### config.mk
export PLATFORM = sky130hd
export DESIGN_NAME = ttc_timers
export DESIGN_NICKNAME = d
export VERILOG_FILES = /design/src/hw/ttc_timers.v
export VERILOG_INCLUDE_DIRS = /design/src /design/src/hw
export SDC_FILE = /design/constraint.sdc
export NUM_CORES = 1
export LEC_CHECK = 0
export ABC_AREA = 1
export BUFFER_PORTS_ARGS = -buffer_cell sky130_fd_sc_hd__buf_2
export CORE_ASPECT_RATIO = 1.2
export CORE_UTILIZATION = 24
export DETAILED_ROUTE_END_ITERATION = 10
export SYNTH_ARGS = -nofsm -noshare
export SYNTH_HDL_FRONTEND = slang
export SYNTH_SLANG_ARGS = --single-unit
export TNS_END_PERCENT = 10
### constraint.sdc
create_clock -name mclk -period 8.3 [get_ports mclk]
set_input_delay 1.66 -clock mclk [delete_from_list [all_inputs] [get_ports mclk]]
set_output_delay 1.66 -clock mclk [all_outputs]
set_load 0.01 [all_outputs]
### src/hw/ttc_regs.vh
`ifndef TTC_REGS_VH
`define TTC_REGS_VH
// ****************************************************************
// register word offsets (byte address = index * 4)
// ****************************************************************
`define TTC_IDX_CTRL    8'h88
`define TTC_IDX_MODE    8'h89
`define TTC_IDX_T0L     8'h8A
`define TTC_IDX_T1L     8'h8B
`define TTC_IDX_T0H     8'h8C
`define TTC_IDX_T1H     8'h8D
`define TTC_IDX_T2CTL   8'hC8
`define TTC_IDX_T2MODE  8'hC9
`define TTC_IDX_RCL     8'hCA
`define TTC_IDX_RCH     8'hCB
`define TTC_IDX_T2L     8'hCC
`define TTC_IDX_T2H     8'hCD
`define TTC_IDX_ACK     8'hD0
// ****************************************************************
// control register fields
// ****************************************************************
`define TTC_OVF1  7
`define TTC_RUN1  6
`define TTC_OVF0  5
`define TTC_RUN0  4
`define TTC_XFLG1 3
`define TTC_XTYP1 2
`define TTC_XFLG0 1
`define TTC_XTYP0 0
// ****************************************************************
// mode register fields
// ****************************************************************
`define TTC_GATING1 7
`define TTC_CSEL1 6
`define TTC_GATING0 3
`define TTC_CSEL0 2
`define TTC_M1_HI 5
`define TTC_M1_LO 4
`define TTC_M0_HI 1
`define TTC_M0_LO 0
// ****************************************************************
// timer 2 fields
// ****************************************************************
`define TTC_OVF2  7
`define TTC_XFLG2 6
`define TTC_RUN2  2
`define TTC_CSEL2 1
`define TTC_OE2   1
`define TTC_DOWN_EN 0
// ****************************************************************
// ack register bits (vector acknowledges)
// ****************************************************************
`define TTC_ACK_T0 0
`define TTC_ACK_T1 1
`define TTC_ACK_X0 2
`define TTC_ACK_X1 3
// ****************************************************************
// constants
// ****************************************************************
`define TTC_RST8      8'h00
`define TTC_PRE_DIV   3'h6
`define TTC_PRE_LAST  3'h5
`define TTC_PRE_ONE   3'h1
`define TTC_PRE_ZERO  3'h0
`define TTC_PRESC_MAX 5'h1F
`define TTC_ALL8      8'hFF
`define TTC_ALL16     16'hFFFF
`define TTC_MODE0     2'h0
`define TTC_MODE1     2'h1
`define TTC_MODE2     2'h2
`define TTC_MODE3     2'h3
`endif

### src/hw/ttc_timers.v
`timescale 1ns/1ps
`include "ttc_regs.vh"
module ttc_timers (
  input  wire        mclk,
  input  wire        sys_rst,
  input  wire        psel,
  input  wire        penable,
  input  wire        pwrite,
  input  wire [11:0] paddr,
  input  wire [31:0] pwdata,
  output wire        pready,
  output reg  [31:0] prdata,
  output wire        pslverr,
  input  wire        tmr_zero_count_pin,
  input  wire        tmr_one_count_pin,
  input  wire        tmr_two_count_pin_in,
  output wire        tmr_two_count_pin_out,
  output wire        tmr_two_count_pin_oe,
  input  wire        direction_capture_pin,
  input  wire        ext_irq_zero_pin_n,
  input  wire        ext_irq_one_pin_n,
  output wire        tmr_zero_irq,
  output wire        tmr_one_irq,
  output wire        tmr_two_irq,
  output wire        ext_irq_zero_req,
  output wire        ext_irq_one_req,
  output wire        tmr_one_overflow_pulse,
  output wire        tmr_two_overflow_pulse
);
  // ****************************************************************
  // pin synchronisers
  // ****************************************************************
  reg  [5:0] pin_s1_q;
  reg  [5:0] pin_s2_q;
  reg  [5:0] pin_smp_q;
  always @(posedge mclk or posedge sys_rst)
    if (sys_rst)
    begin
      pin_s1_q <= 6'h3F;
      pin_s2_q <= 6'h3F;
    end
    else
    begin
      pin_s1_q <= {ext_irq_one_pin_n, ext_irq_zero_pin_n, direction_capture_pin,
                   tmr_two_count_pin_in, tmr_one_count_pin, tmr_zero_count_pin};
      pin_s2_q <= pin_s1_q;
    end
  wire t0_pin   = pin_s2_q[0];
  wire t1_pin   = pin_s2_q[1];
  wire t2_pin   = pin_s2_q[2];
  wire dir_pin  = pin_s2_q[3];
  wire ext_irq_zero_pin_pin = pin_s2_q[4];
  wire ext_irq_one_pin_pin = pin_s2_q[5];

  // ****************************************************************
  // peripheral cycle divider
  // ****************************************************************
  reg  [2:0] pre_q;
  wire       tick = (pre_q == `TTC_PRE_LAST);
  always @(posedge mclk or posedge sys_rst)
    if (sys_rst)
      pre_q <= `TTC_PRE_ZERO;
    else if (tick)
      pre_q <= `TTC_PRE_ZERO;
    else
      pre_q <= pre_q + `TTC_PRE_ONE;

  // pins sampled once per peripheral cycle; a fall is high then low
  always @(posedge mclk or posedge sys_rst)
    if (sys_rst)
      pin_smp_q <= 6'h3F;
    else if (tick)
      pin_smp_q <= pin_s2_q;
  wire [5:0] fell = pin_smp_q & ~pin_s2_q & {6{tick}};

  // ****************************************************************
  // registers
  // ****************************************************************
  reg  [7:0] ctrl_q;
  reg  [7:0] mode_q;
  reg  [7:0] t0l_q;
  reg  [7:0] t0h_q;
  reg  [7:0] t1l_q;
  reg  [7:0] t1h_q;
  reg  [7:0] t2ctl_q;
  reg  [1:0] tmr_two_mode_q;
  reg  [7:0] rcl_q;
  reg  [7:0] rch_q;
  reg  [7:0] t2l_q;
  reg  [7:0] t2h_q;
  reg        cko_q;

  wire [9:0] idx = paddr[11:2];
  wire       wr  = psel & penable & pwrite;
  assign pready  = 1'b1;
  assign pslverr = 1'b0;

  function wr_hit;
    input [9:0] a;
    input [7:0] i;
    begin
      wr_hit = (a == {2'b00, i});
    end
  endfunction

  // ****************************************************************
  // timer 0 and timer 1
  // ****************************************************************
  wire [1:0] m0 = {mode_q[`TTC_M0_HI], mode_q[`TTC_M0_LO]};
  wire [1:0] m1 = {mode_q[`TTC_M1_HI], mode_q[`TTC_M1_LO]};
  wire run0 = ctrl_q[`TTC_RUN0] & (~mode_q[`TTC_GATING0] | ext_irq_zero_pin_pin);
  wire run1 = ctrl_q[`TTC_RUN1] & (~mode_q[`TTC_GATING1] | ext_irq_one_pin_pin);
  wire inc0 = run0 & (mode_q[`TTC_CSEL0] ? fell[0] : tick);
  wire inc1 = run1 & (mode_q[`TTC_CSEL1] ? fell[1] : tick) & (m1 != `TTC_MODE3);
  // mode 3 of timer 0 borrows run bit 1 for its high byte
  wire inch = (m0 == `TTC_MODE3) & ctrl_q[`TTC_RUN1] & tick;
  wire t0m3 = (m0 == `TTC_MODE3);

  // next count for one timer in modes 0..2; returns {ovf, high, low}
  function [16:0] tnext;
    input [1:0] m;
    input [7:0] lo;
    input [7:0] hi;
    begin
      case (m)
        `TTC_MODE0:
          if (lo[4:0] == `TTC_PRESC_MAX)
            tnext = {hi == `TTC_ALL8, hi + 8'h01, lo[7:5], 5'h00};
          else
            tnext = {1'b0, hi, lo + 8'h01};
        `TTC_MODE1:
          tnext = {({hi, lo} == `TTC_ALL16), {hi, lo} + 16'h0001};
        `TTC_MODE2:
          if (lo == `TTC_ALL8)
            tnext = {1'b1, hi, hi};
          else
            tnext = {1'b0, hi, lo + 8'h01};
        default:
          tnext = {1'b0, hi, lo};
      endcase
    end
  endfunction

  wire [16:0] n0 = tnext(t0m3 ? `TTC_MODE2 : m0, t0l_q, t0h_q);
  wire [16:0] n1 = tnext(m1, t1l_q, t1h_q);
  // in mode 3 the low byte is a free 8-bit counter and never reloads
  wire        ov0 = inc0 & (t0m3 ? (t0l_q == `TTC_ALL8) : n0[16]);
  wire        ovh = inch & (t0h_q == `TTC_ALL8);
  wire        ov1 = inc1 & n1[16];
  assign tmr_one_overflow_pulse = ov1;

  // ****************************************************************
  // timer 2
  // ****************************************************************
  wire [15:0] cnt2 = {t2h_q, t2l_q};
  wire [15:0] rc2  = {rch_q, rcl_q};
  wire        oe2  = tmr_two_mode_q[`TTC_OE2];
  wire        inc2 = t2ctl_q[`TTC_RUN2] &
                     ((t2ctl_q[`TTC_CSEL2] & ~oe2) ? fell[2] : tick);
  wire        down = tmr_two_mode_q[`TTC_DOWN_EN] & ~dir_pin & ~oe2;
  wire        ovu  = inc2 & ~down & (cnt2 == `TTC_ALL16);
  wire        ovd  = inc2 & down & (cnt2 == rc2);
  assign tmr_two_overflow_pulse = ovu | ovd;

  // ****************************************************************
  // register writes and counting
  // ****************************************************************
  wire [7:0] wd  = pwdata[7:0];
  wire       ack = wr & wr_hit(idx, `TTC_IDX_ACK);
  wire       lvl0 = ~ctrl_q[`TTC_XTYP0] & ~ext_irq_zero_pin_pin;
  wire       lvl1 = ~ctrl_q[`TTC_XTYP1] & ~ext_irq_one_pin_pin;
  wire       set_x0 = ctrl_q[`TTC_XTYP0] ? fell[4] : lvl0;
  wire       set_x1 = ctrl_q[`TTC_XTYP1] ? fell[5] : lvl1;

  always @(posedge mclk or posedge sys_rst)
    if (sys_rst)
    begin
      ctrl_q  <= `TTC_RST8;
      mode_q  <= `TTC_RST8;
      t0l_q   <= `TTC_RST8;
      t0h_q   <= `TTC_RST8;
      t1l_q   <= `TTC_RST8;
      t1h_q   <= `TTC_RST8;
      t2ctl_q <= `TTC_RST8;
      tmr_two_mode_q <= 2'b00;
      rcl_q   <= `TTC_RST8;
      rch_q   <= `TTC_RST8;
      t2l_q   <= `TTC_RST8;
      t2h_q   <= `TTC_RST8;
      cko_q   <= 1'b0;
    end
    else
    begin
      // software writes first; hardware events below win over them
      if (wr & wr_hit(idx, `TTC_IDX_CTRL))  ctrl_q  <= wd;
      if (wr & wr_hit(idx, `TTC_IDX_MODE))  mode_q  <= wd;
      if (wr & wr_hit(idx, `TTC_IDX_T2CTL)) t2ctl_q <= wd;
      if (wr & wr_hit(idx, `TTC_IDX_T2MODE)) tmr_two_mode_q <= wd[1:0];
      if (wr & wr_hit(idx, `TTC_IDX_RCL))   rcl_q   <= wd;
      if (wr & wr_hit(idx, `TTC_IDX_RCH))   rch_q   <= wd;
      // writes to a running count are unpredictable by contract
      if (wr & wr_hit(idx, `TTC_IDX_T0L))   t0l_q   <= wd;
      if (wr & wr_hit(idx, `TTC_IDX_T0H))   t0h_q   <= wd;
      if (wr & wr_hit(idx, `TTC_IDX_T1L))   t1l_q   <= wd;
      if (wr & wr_hit(idx, `TTC_IDX_T1H))   t1h_q   <= wd;
      if (wr & wr_hit(idx, `TTC_IDX_T2L))   t2l_q   <= wd;
      if (wr & wr_hit(idx, `TTC_IDX_T2H))   t2h_q   <= wd;
      // acknowledges from the interrupt vector logic
      if (ack & wd[`TTC_ACK_T0]) ctrl_q[`TTC_OVF0] <= 1'b0;
      if (ack & wd[`TTC_ACK_T1]) ctrl_q[`TTC_OVF1] <= 1'b0;
      if (ack & wd[`TTC_ACK_X0] & ctrl_q[`TTC_XTYP0]) ctrl_q[`TTC_XFLG0] <= 1'b0;
      if (ack & wd[`TTC_ACK_X1] & ctrl_q[`TTC_XTYP1]) ctrl_q[`TTC_XFLG1] <= 1'b0;
      // timer 0
      if (inc0)
        t0l_q <= t0m3 ? t0l_q + 8'h01 : n0[7:0];
      if (inc0 & ~t0m3)
        t0h_q <= n0[15:8];
      else if (inch)
        t0h_q <= t0h_q + 8'h01;
      // timer 1
      if (inc1)
      begin
        t1l_q <= n1[7:0];
        t1h_q <= n1[15:8];
      end
      // flags, set wins over clear
      if (ov0) ctrl_q[`TTC_OVF0] <= 1'b1;
      if (t0m3 ? ovh : ov1) ctrl_q[`TTC_OVF1] <= 1'b1;
      if (set_x0) ctrl_q[`TTC_XFLG0] <= 1'b1;
      else if (~ctrl_q[`TTC_XTYP0]) ctrl_q[`TTC_XFLG0] <= 1'b0;
      if (set_x1) ctrl_q[`TTC_XFLG1] <= 1'b1;
      else if (~ctrl_q[`TTC_XTYP1]) ctrl_q[`TTC_XFLG1] <= 1'b0;
      // timer 2
      if (ovu)
      begin
        {t2h_q, t2l_q} <= rc2;
        if (~oe2) t2ctl_q[`TTC_OVF2] <= 1'b1;
      end
      else if (ovd)
      begin
        {t2h_q, t2l_q} <= `TTC_ALL16;
        t2ctl_q[`TTC_OVF2] <= 1'b1;
      end
      else if (inc2)
        {t2h_q, t2l_q} <= down ? cnt2 - 16'h0001 : cnt2 + 16'h0001;
      if ((ovu | ovd) & tmr_two_mode_q[`TTC_DOWN_EN] & ~oe2)
        t2ctl_q[`TTC_XFLG2] <= ~t2ctl_q[`TTC_XFLG2];
      // toggling on each overflow gives half period (65536-reload) ticks
      if (ovu & oe2)
        cko_q <= ~cko_q;
    end

  assign tmr_two_count_pin_out = cko_q;
  assign tmr_two_count_pin_oe  = oe2;

  assign tmr_zero_irq     = ctrl_q[`TTC_OVF0];
  assign tmr_one_irq      = ctrl_q[`TTC_OVF1];
  assign tmr_two_irq      = t2ctl_q[`TTC_OVF2];
  assign ext_irq_zero_req = ctrl_q[`TTC_XFLG0];
  assign ext_irq_one_req  = ctrl_q[`TTC_XFLG1];

  // ****************************************************************
  // read mux
  // ****************************************************************
  always @*
  begin
    prdata = 32'h0000_0000;
    case (idx)
      {2'b00, `TTC_IDX_CTRL}:  prdata[7:0] = ctrl_q;
      {2'b00, `TTC_IDX_MODE}:  prdata[7:0] = mode_q;
      {2'b00, `TTC_IDX_T0L}:   prdata[7:0] = t0l_q;
      {2'b00, `TTC_IDX_T1L}:   prdata[7:0] = t1l_q;
      {2'b00, `TTC_IDX_T0H}:   prdata[7:0] = t0h_q;
      {2'b00, `TTC_IDX_T1H}:   prdata[7:0] = t1h_q;
      {2'b00, `TTC_IDX_T2CTL}: prdata[7:0] = t2ctl_q;
      {2'b00, `TTC_IDX_T2MODE}: prdata[1:0] = tmr_two_mode_q;
      {2'b00, `TTC_IDX_RCL}:   prdata[7:0] = rcl_q;
      {2'b00, `TTC_IDX_RCH}:   prdata[7:0] = rch_q;
      {2'b00, `TTC_IDX_T2L}:   prdata[7:0] = t2l_q;
      {2'b00, `TTC_IDX_T2H}:   prdata[7:0] = t2h_q;
      default:                 prdata = 32'h0000_0000;
    endcase
  end
endmodule // ttc_timers

==> impl_metrics.ini, run 1 <==
[cells_and_area]
layout_commonest_cell = nand2_1
area_growth_pct = 10.4
multiInputGateArea_um2 = 4890
post-route-util_pct = 27.0
drive_gt1_share_pct = 8.77
insertedDiodeCount = 0
finalNetCount = 1451
fillers = 3938
regArea_um2 = 2800
layout_common_cells = nand2_1 (423), inv_1 (175), nor2_1 (131)

[place]
gp_congestion = 0.925
io_buffers = 45
dp_hpwl_um = 22600
pre_cts_ws_ns = 3.01

[cts]
post-cts-setup-buffers = 0
path_clk_slew_ns = 0.08
clock_latency_ns = 0.38
cts_tree = built
clk_path_buf_depth = 2
hold_buffers = 0
cts_sinks = 111
htree_levels = 3
cts_resized = 0
cts_buffers = 9
root_buffer = clkbuf_16

[die]
io_pins = 98
coreArea_um2 = 35200
dieArea_um2 = 36600
die_w_um = 175
start_util_pct = 24.5
row_count = 75
fp.dieH_um = 209

[global_route]
grt_pass1_vias = 8486
antenna_found_initial = 0
grt-ovfl-total = 0
grt_pass1_wl_um = 46000
grt_max_degree = 66
grt_usage_pct = 16.1

[drt]
via_count = 8782
viasPerCell = 4.77
avgRoutedWirePerCell_um = 15.7
detail-route-antenna-nets = 0
first_iter_violations = 689
wl_um = 29000
drc = 0
dr.pass1.iters = 5

[power_and_ir_drop]
vdd_drop_max_uv = 95.3
p_leak_nw = 4.74
p_per_area_nw_per_um2 = 127

[critical_path]
critPathKind = in -> out
r2r_cells = 11
critPathBufInv = 2
cp_slowest_stage_delay_ns = 0.53
cp-end-kind = output pin
slowest_stage = nor3_4
startpoint_type = input pin
path_delay_family = simple AND/OR/NAND/NOR gates
worstPathRequired_ns = 6.64
crit_chain = buf_2, nor2_1, nand2_1, nor3_4, nand2_1, o22ai_1, a21oi_1, nand3_1, buf_2
crit_cells = 9
crit_fanout = 16
worstPathArrival_ns = 3.62

[logic_synthesis]
synthCells = 1338
synth_cell_types = 49
synth_edf_count = 0
synth_top_area_share_pct = 27.3
synth_top_area_cell = dfrtp_1
syn_area_per_cell_um2 = 6.43
synth-async-reset-ratio_pct = 100
ys_warn_count = 0
synth_area_leaders = dfrtp_1 (27%), nand2_1 (18%), inv_1 (7.7%), o21ai_0 (6.7%), nand3_1 (6.3%)
synth_ff_type = dfrtp_1
yosysSeqAreaShare_pct = 32.5
syn_area_um2 = 8610
yosys_register_bits = 111

[sta]
min_period_over_period_pct = 63.6
fin_tns_setup_ns = 0
setup_slack_ns = 3.02
tightest_slew_ns = 0.821
fin_crit_ns = 5.28
drv_slew = 0
fin_worst_skew_ns = 0.0113
rsz0062_at_grt = no
setup_viol = 0
fmax_mhz = 189
relSlewSlack_pct = 45.3
hold_viol_final = 0

[worst_hold_path]
hold_path_class = reg -> reg
min_path_cells = 0

[status]
status = completed

[run]
drv_cap = 0
[per-stage QoR]
step | total power [mW] | instances | instance area [um^2] | hold slack (ns)
6_report | 1.21 | 1842 | 9510 | 0.357
5_1_grt | 1.27 | 1842 | 9510 | 0.363
4_1_cts | 1.22 | 1842 | 9510 | 0.358
3_5_place_dp | 0.766 | 1826 | 9200 | 0.347
3_3_place_gp | 0.765 | 1826 | 9200 | 0.347
2_1_floorplan | 0.714 | 1362 | 8700 | 0.345
[layer usage]
metal | global-route usage, % | part of all wire [%] | vias up
met4 | 10.1 | 5.1 | 0
met2 | 27.4 | 48 | 294
met1 | 19.3 | 42 | 4054
met3 | 1.88 | 4.8 | 73
met5 | 0 | 0 | -
li1 | - | - | 4361
[where the power goes]
| group | internal, mW | switching [mW] | total, mW |
|---|---|---|---|
| sequential | 0.563 | 0.0349 | 0.598 |
| clock | 0.214 | 0.238 | 0.452 |
| combinational | 0.0500 | 0.110 | 0.160 |
| total | 0.827 | 0.383 | 1.21 |
[synth_stat cells, drive strengths merged, types with 3 or more instances]
cell and number:
a21oi 43, a22oi 3, and2 3, buf 40, clkbuf 4, clkinv 3
dfrtp 94, dfstp 17, ha 20, inv 182, nand2 434, nand3 112
nand3b 3, nand4 17, nor2 136, nor3 23, o211ai 10, o21ai 126
o21bai 5, o22ai 32, or2 4, xor2 12
[state kept, by name, indices dropped and copies added, names as in the netlist, 6 cells and up]
register / flops
ctrl_q: 8
mode_q: 8
rch_q: 8
rcl_q: 8
t0h_q: 8
t0l_q: 8
t1h_q: 8
t1l_q: 8
t2ctl_q: 8
t2h_q: 8
t2l_q: 8
pin_s1_q: 6
pin_s2_q: 6
[logic make-up after synthesis]
group | Yosys count | synth area share (%)
xor+xnor | 14 | 1.42
compound gates | 227 | 14.5
flops | 111 | 32.5
simple gates | 734 | 36.7
fa+ha+maj | 21 | 3.14
buf+inv | 229 | 11.7
other cells | 2 | 0.0872
[cell type report]
type / instances / share of cell area [%]
Clock buffer: 9 / 2.37
Tap cell: 462 / 6.08
Inverter: 185 / 7.36
Timing Repair Buffer: 46 / 2.45
Sequential cell: 111 / 29.4
Clock inverter: 7 / 0.816
Multi-Input combinational cell: 1022 / 51.5
[worst paths after layout]
kind,slack (ns),startpoint,to
setup reg to reg,5.30,tmr_two_mode_q[1]$_DFFE_PP0P_,t2l_q[7]$_DFFE_PP0P_
hold / removal,0.36,pin_s1_q[3]$_DFF_PP1_,pin_s2_q[3]$_DFF_PP1_
setup / recovery,3.02,paddr[7],prdata[5]
max in group asynchronous,5.64,sys_rst,t1l_q[7]$_DFFE_PP0P_
hold reg to reg,0.36,pin_s1_q[3]$_DFF_PP1_,pin_s2_q[3]$_DFF_PP1_
min in group asynchronous,1.44,sys_rst,t2h_q[1]$_DFFE_PP0P_
(Power assumes the default switching activity.)
==> inputs of run 2 (changes only) <==
ABC_AREA = 0   (was 1)
clock period = 4.89 ns   (was 8.3 ns; I/O delays follow)
==> impl_metrics.ini, run 2 <==
[die]
dieArea_um2 = 33900
start_util_pct = 24.5
row_count = 72
coreArea_um2 = 32400
io_pins = 98
die_w_um = 168
fp.dieH_um = 201

[drt]
wl_um = 25100
dr.pass1.iters = 5
top_layer_used = met5
drc = 0
avgRoutedWirePerCell_um = 18.9
met3_length_um = 1770
viasPerCell = 5.37
met2WireLength_um = 12200
via_count = 7144
wl_met1_um = 10200
detail-route-antenna-nets = 0
first_iter_violations = 826

[worst_hold_path]
min_path_cells = 0
hold_path_class = reg -> reg

[cts]
root_buffer = clkbuf_16
clk_path_buf_depth = 2
cts_resized = 0
cts_sinks = 111
path_clk_slew_ns = 0.08
hold_buffers = 0
clock_latency_ns = 0.37
cts_buffers = 9
post-cts-setup-buffers = 0
htree_levels = 3
cts_tree = built

[global_route]
grt_max_degree = 59
grt-ovfl-total = 0
grt_usage_pct = 14.9
grt_pass1_vias = 6879
antenna_found_initial = 4
grt_pass1_wl_um = 39300

[logic_synthesis]
synth_top_area_cell = dfrtp_1
synth_cell_types = 81
yosysSeqAreaShare_pct = 35.2
syn_area_per_cell_um2 = 8.83
synth.cells.most_frequent = dfrtp_1 (94), nand2_1 (92), a21oi_1 (67), o21ai_0 (66), nor2_1 (60)
synth-async-reset-ratio_pct = 100
yosys_register_bits = 111
synth_top_area_share_pct = 29.6
synth_edf_count = 0
ys_warn_count = 0
synth_area_leaders = dfrtp_1 (30%), mux2_2 (5.9%), dfstp_2 (5.6%), nand2_1 (4.3%), a21oi_1 (4.2%)
synth_ff_type = dfrtp_1
syn_area_um2 = 7960
synth.most_common_cell = dfrtp_1
synthCells = 901

[sta]
fin_crit_ns = 4.12
relSlewSlack_pct = 31.4
fmax_mhz = 243
fin_tns_setup_ns = 0
tightest_slew_ns = 1.02
whs_ns = 0.356
drv_slew = 0
rsz0062_at_grt = no
hold_viol_final = 0
min_period_over_period_pct = 84.2
fin_worst_skew_ns = 0.0123
setup_viol = 0

[cells_and_area]
layout_commonest_cell = dfrtp_1
fillers = 3454
finalNetCount = 993
layout_common_cells = dfrtp_1 (94), nand2_1 (92), a21oi_1 (67)
drive_gt1_share_pct = 17.1
layout.cells.non_filler = 1330
area_growth_pct = 9.96

[run]
drv_cap = 0

[power_and_ir_drop]
vdd_drop_max_uv = 146
p_per_area_nw_per_um2 = 216
p_leak_nw = 3.72
power_mw = 1.89

[critical_path]
cp-end-kind = output pin
critPathKind = in -> out
worstPathRequired_ns = 3.91
crit_fanout = 11
worstPathArrival_ns = 3.14
startpoint_type = input pin
r2r_cells = 11

[place]
io_buffers = 45
dp_hpwl_um = 18400
gp_congestion = 0.931
dp.cells = 1313

[status]
status = completed
[run 2: logic make-up after synthesis]
kind of cell,share of synthesized area [%]
muxes,10.1
AOI/OAI and AO/OA,20.8
adders and majority gates,3.40
and+or+nand+nor,19.6
DFF,35.2
xor gates and xnor gates,4.84
buffers and inverters,6.01
other,0.0944
[run 2: area by class of cell]
cell class	instances	area (um^2)	share of cell area, %
multi-input combinational	721	4770	54.5
timing repair buffer	54	293	3.35
clock inverter	7	72.6	0.830
antenna	1	2.50	0.0286
inverter	20	77.6	0.887
clock buffer	9	225	2.57
sequential	111	2800	32.0
tap	407	509	5.82
[run 2: worst max-delay path: stages]
cell	delay (ns)
buf_2	0.09
or4b_4	0.57
or2_4	0.26
nor2_2	0.32
and2_4	0.29
a32o_1	0.13
a21oi_1	0.04
o21ai_0	0.22
buf_2	0.23
[run 2: where the power goes]
group | internal [mW] | switching, mW | total (mW)
Sequential | 0.940 | 0.0244 | 0.964
Combinational | 0.0593 | 0.121 | 0.180
Clock | 0.362 | 0.386 | 0.748
Total | 1.36 | 0.531 | 1.89
[run 2: worst paths after layout]
check | from | endpoint | slack (ns)
max | paddr[7] | prdata[1] | 0.77
max reg2reg | tmr_two_mode_q[1]$_DFFE_PP0P_ | t2h_q[7]$_DFFE_PP0P_ | 1.67
min in group asynchronous | sys_rst | t2ctl_q[7]$_DFF_PP0_ | 0.73
min | pin_s1_q[2]$_DFF_PP1_ | pin_s2_q[2]$_DFF_PP1_ | 0.36
max in group asynchronous | sys_rst | t1l_q[7]$_DFFE_PP0P_ | 3.24
min reg2reg | pin_s1_q[2]$_DFF_PP1_ | pin_s2_q[2]$_DFF_PP1_ | 0.36
[run 2: metrics by stage]
step	instance area, um^2	worst slack, ns	util [%]
after floorplan	8050	1.01	-
after global placement	8450	0.809	26.0
after detailed placement	8450	0.807	26.0
after CTS	8740	0.803	27.0
after global routing	8750	0.685	27.0
final	8750	0.770	27.0
[run 2: layer usage]
metal,vias to the layer above,GRT usage [%]
met5,-,0
met4,6,7.60
met3,63,2.38
met2,329,24.8
met1,3460,18.6
li1,3286,-
==> inputs of run 3 (changes only) <==
clock period = 3.5 ns   (was 4.89 ns; I/O delays follow)
==> impl_metrics.ini, run 3 (synthesized netlist as in run 2, its figures left out) <==
[status]
status = completed

[global_route]
grt_usage_pct = 15.1
grt_busiest_layer = met2
grt_pass1_wl_um = 39600
grt_util_met3_pct = 2.89
grt-ovfl-total = 0
grt_pass1_vias = 6767
use_met2_pct = 24.7
grt_max_degree = 112
met1_usage_pct = 18.9
antenna_found_initial = 4

[drt]
drc = 0
viasPerCell = 5.32
detail-route-antenna-nets = 0
avgRoutedWirePerCell_um = 18.7
wl_um = 25300
dr.pass1.iters = 5
via_count = 7193
first_iter_violations = 629

[place]
place_area_um2 = 8630
dp_hpwl_um = 18700
gp_congestion = 0.895
io_buffers = 45

[cts]
cts_buffers = 9
cts_sinks = 111
hold_buffers = 0
clk_path_buf_depth = 2
root_buffer = clkbuf_16
clock_latency_ns = 0.37
cts_tree = built
path_clk_slew_ns = 0.09
htree_levels = 3

[sta]
tightest_slew_ns = 0.816
fin_crit_ns = 3.42
relSlewSlack_pct = 45.5
fin_worst_skew_ns = 0.0114
fmax_mhz = 292
rsz0062_at_grt = no
drv_slew = 0
hold_viol_final = 0
min_period_over_period_pct = 97.7
setup_viol = 0
whs_ns = 0.359

[critical_path]
reg2reg_to = t2h_q[7]$_DFFE_PP0P_
worstPathArrival_ns = 2.72
r2r_cells = 11
r2r_setup_slack_ns = 0.36
worstPathRequired_ns = 2.80
rr_startpoint = tmr_two_mode_q[1]$_DFFE_PP0P_
startpoint_type = input pin
critPathKind = in -> out
cp-end-kind = output pin
crit_fanout = 5

[worst_hold_path]
hold_end = pin_s2_q[1]$_DFF_PP1_
min_path_cells = 0
min_from = pin_s1_q[1]$_DFF_PP1_
hold_path_class = reg -> reg

[power_and_ir_drop]
p_per_area_nw_per_um2 = 304
comb_power_share_pct = 9.5
switchingPower_uw = 789
p_int_mw = 1.93
vdd_drop_max_uv = 241
clkPwrFrac_pct = 41.0
p_sw_share_pct = 29.0
p_seq_share_pct = 49.5
p_leak_nw = 3.85

[cells_and_area]
finalNetCount = 1014
layout_common_cells = dfrtp_1 (94), nand2_1 (92), a21oi_1 (67)
drive_gt1_share_pct = 19.0
layout_commonest_cell = dfrtp_1
area_growth_pct = 12.6
final_area_um2 = 8960

[die]
fp.dieH_um = 201
row_count = 72
coreArea_um2 = 32400
io_pins = 98
start_util_pct = 24.5
dieArea_um2 = 33900
die_w_um = 168

[run]
drv_cap = 0
run 3: cell types whose count changed in the layout (fill, tap and decap cells not counted), sizes merged:
| cell | before | now |
|---|---|---|
| inv | 23 | 25 |
| clkinv | 3 | 1 |
| buf | 54 | 75 |
run 3: timing repair:
item,in CTS,in global routing
buffers inserted,0,0
endpoints found under the setup margin,0,2
resized for setup,0,2
run 3: per-stage QoR:
| step | power, mW | util [%] | TNS [ns] | setup WS (ns) | std cells |
|---|---|---|---|---|---|
| after floorplan | 1.55 | - | -0.00267 | -0.00267 | 925 |
| after global placement | 1.62 | 26.6 | 0 | 0.0265 | 1334 |
| after detailed placement | 1.63 | 26.6 | 0 | 0.0563 | 1334 |
| after CTS | 2.74 | 27.6 | 0 | 0.0540 | 1350 |
| after global routing | 2.82 | 27.6 | 0 | 0.00112 | 1351 |
| final | 2.72 | 27.6 | 0 | 0.0788 | 1351 |
run 3: power groups by stage:
stage                     Clock, mW  Sequential, mW  Combinational (mW)
after floorplan                   0            1.36               0.195
after global placement            0            1.37               0.254
after detailed placement          0            1.37               0.257
after CTS                      1.14            1.35               0.259
after global routing           1.18            1.35               0.287
final                          1.12            1.35               0.259
run 3: area by class of cell:
class                           count  area (um^2)
Tap cell                          407          509
Inverter                           20         78.8
Antenna cell                        1         2.50
Timing Repair Buffer               75          475
Multi-Input combinational cell    721         4770
Clock buffer                        9          225
Clock inverter                      7         93.8
Fill cell                        3440        23500
Sequential cell                   111         2800
run 3: layer usage:
metal,vias up,share of wire [%]
met5,-,0.15
met4,6,4.0
met3,68,7.1
met2,331,48
met1,3456,41
li1,3332,-
run 3: worst max-delay path by stage:
stage / startpoint / endpoint / slack (ns) / depth (start not counted)
6_report: paddr[7] / prdata[7] / 0.08 / 9
5_1_grt: paddr[7] / prdata[7] / 0.001 / 9
4_1_cts: paddr[7] / prdata[7] / 0.05 / 8
3_5_place_dp: paddr[7] / prdata[7] / 0.06 / 8
3_3_place_gp: paddr[7] / prdata[7] / 0.03 / 8
2_1_floorplan: tmr_two_mode_q[1]$_DFFE_PP0P_ / t2h_q[7]$_DFFE_PP0P_ / -0.003 / 10
run 3: worst max-delay path, stage by stage:
cell and delay, ns:
buf_2 0.09, or4b_4 0.57, or2_4 0.27, or2_4 0.29, nor2_1 0.18, a22o_1 0.15, a211oi_1 0.05, o21ai_1 0.20
buf_2 0.20
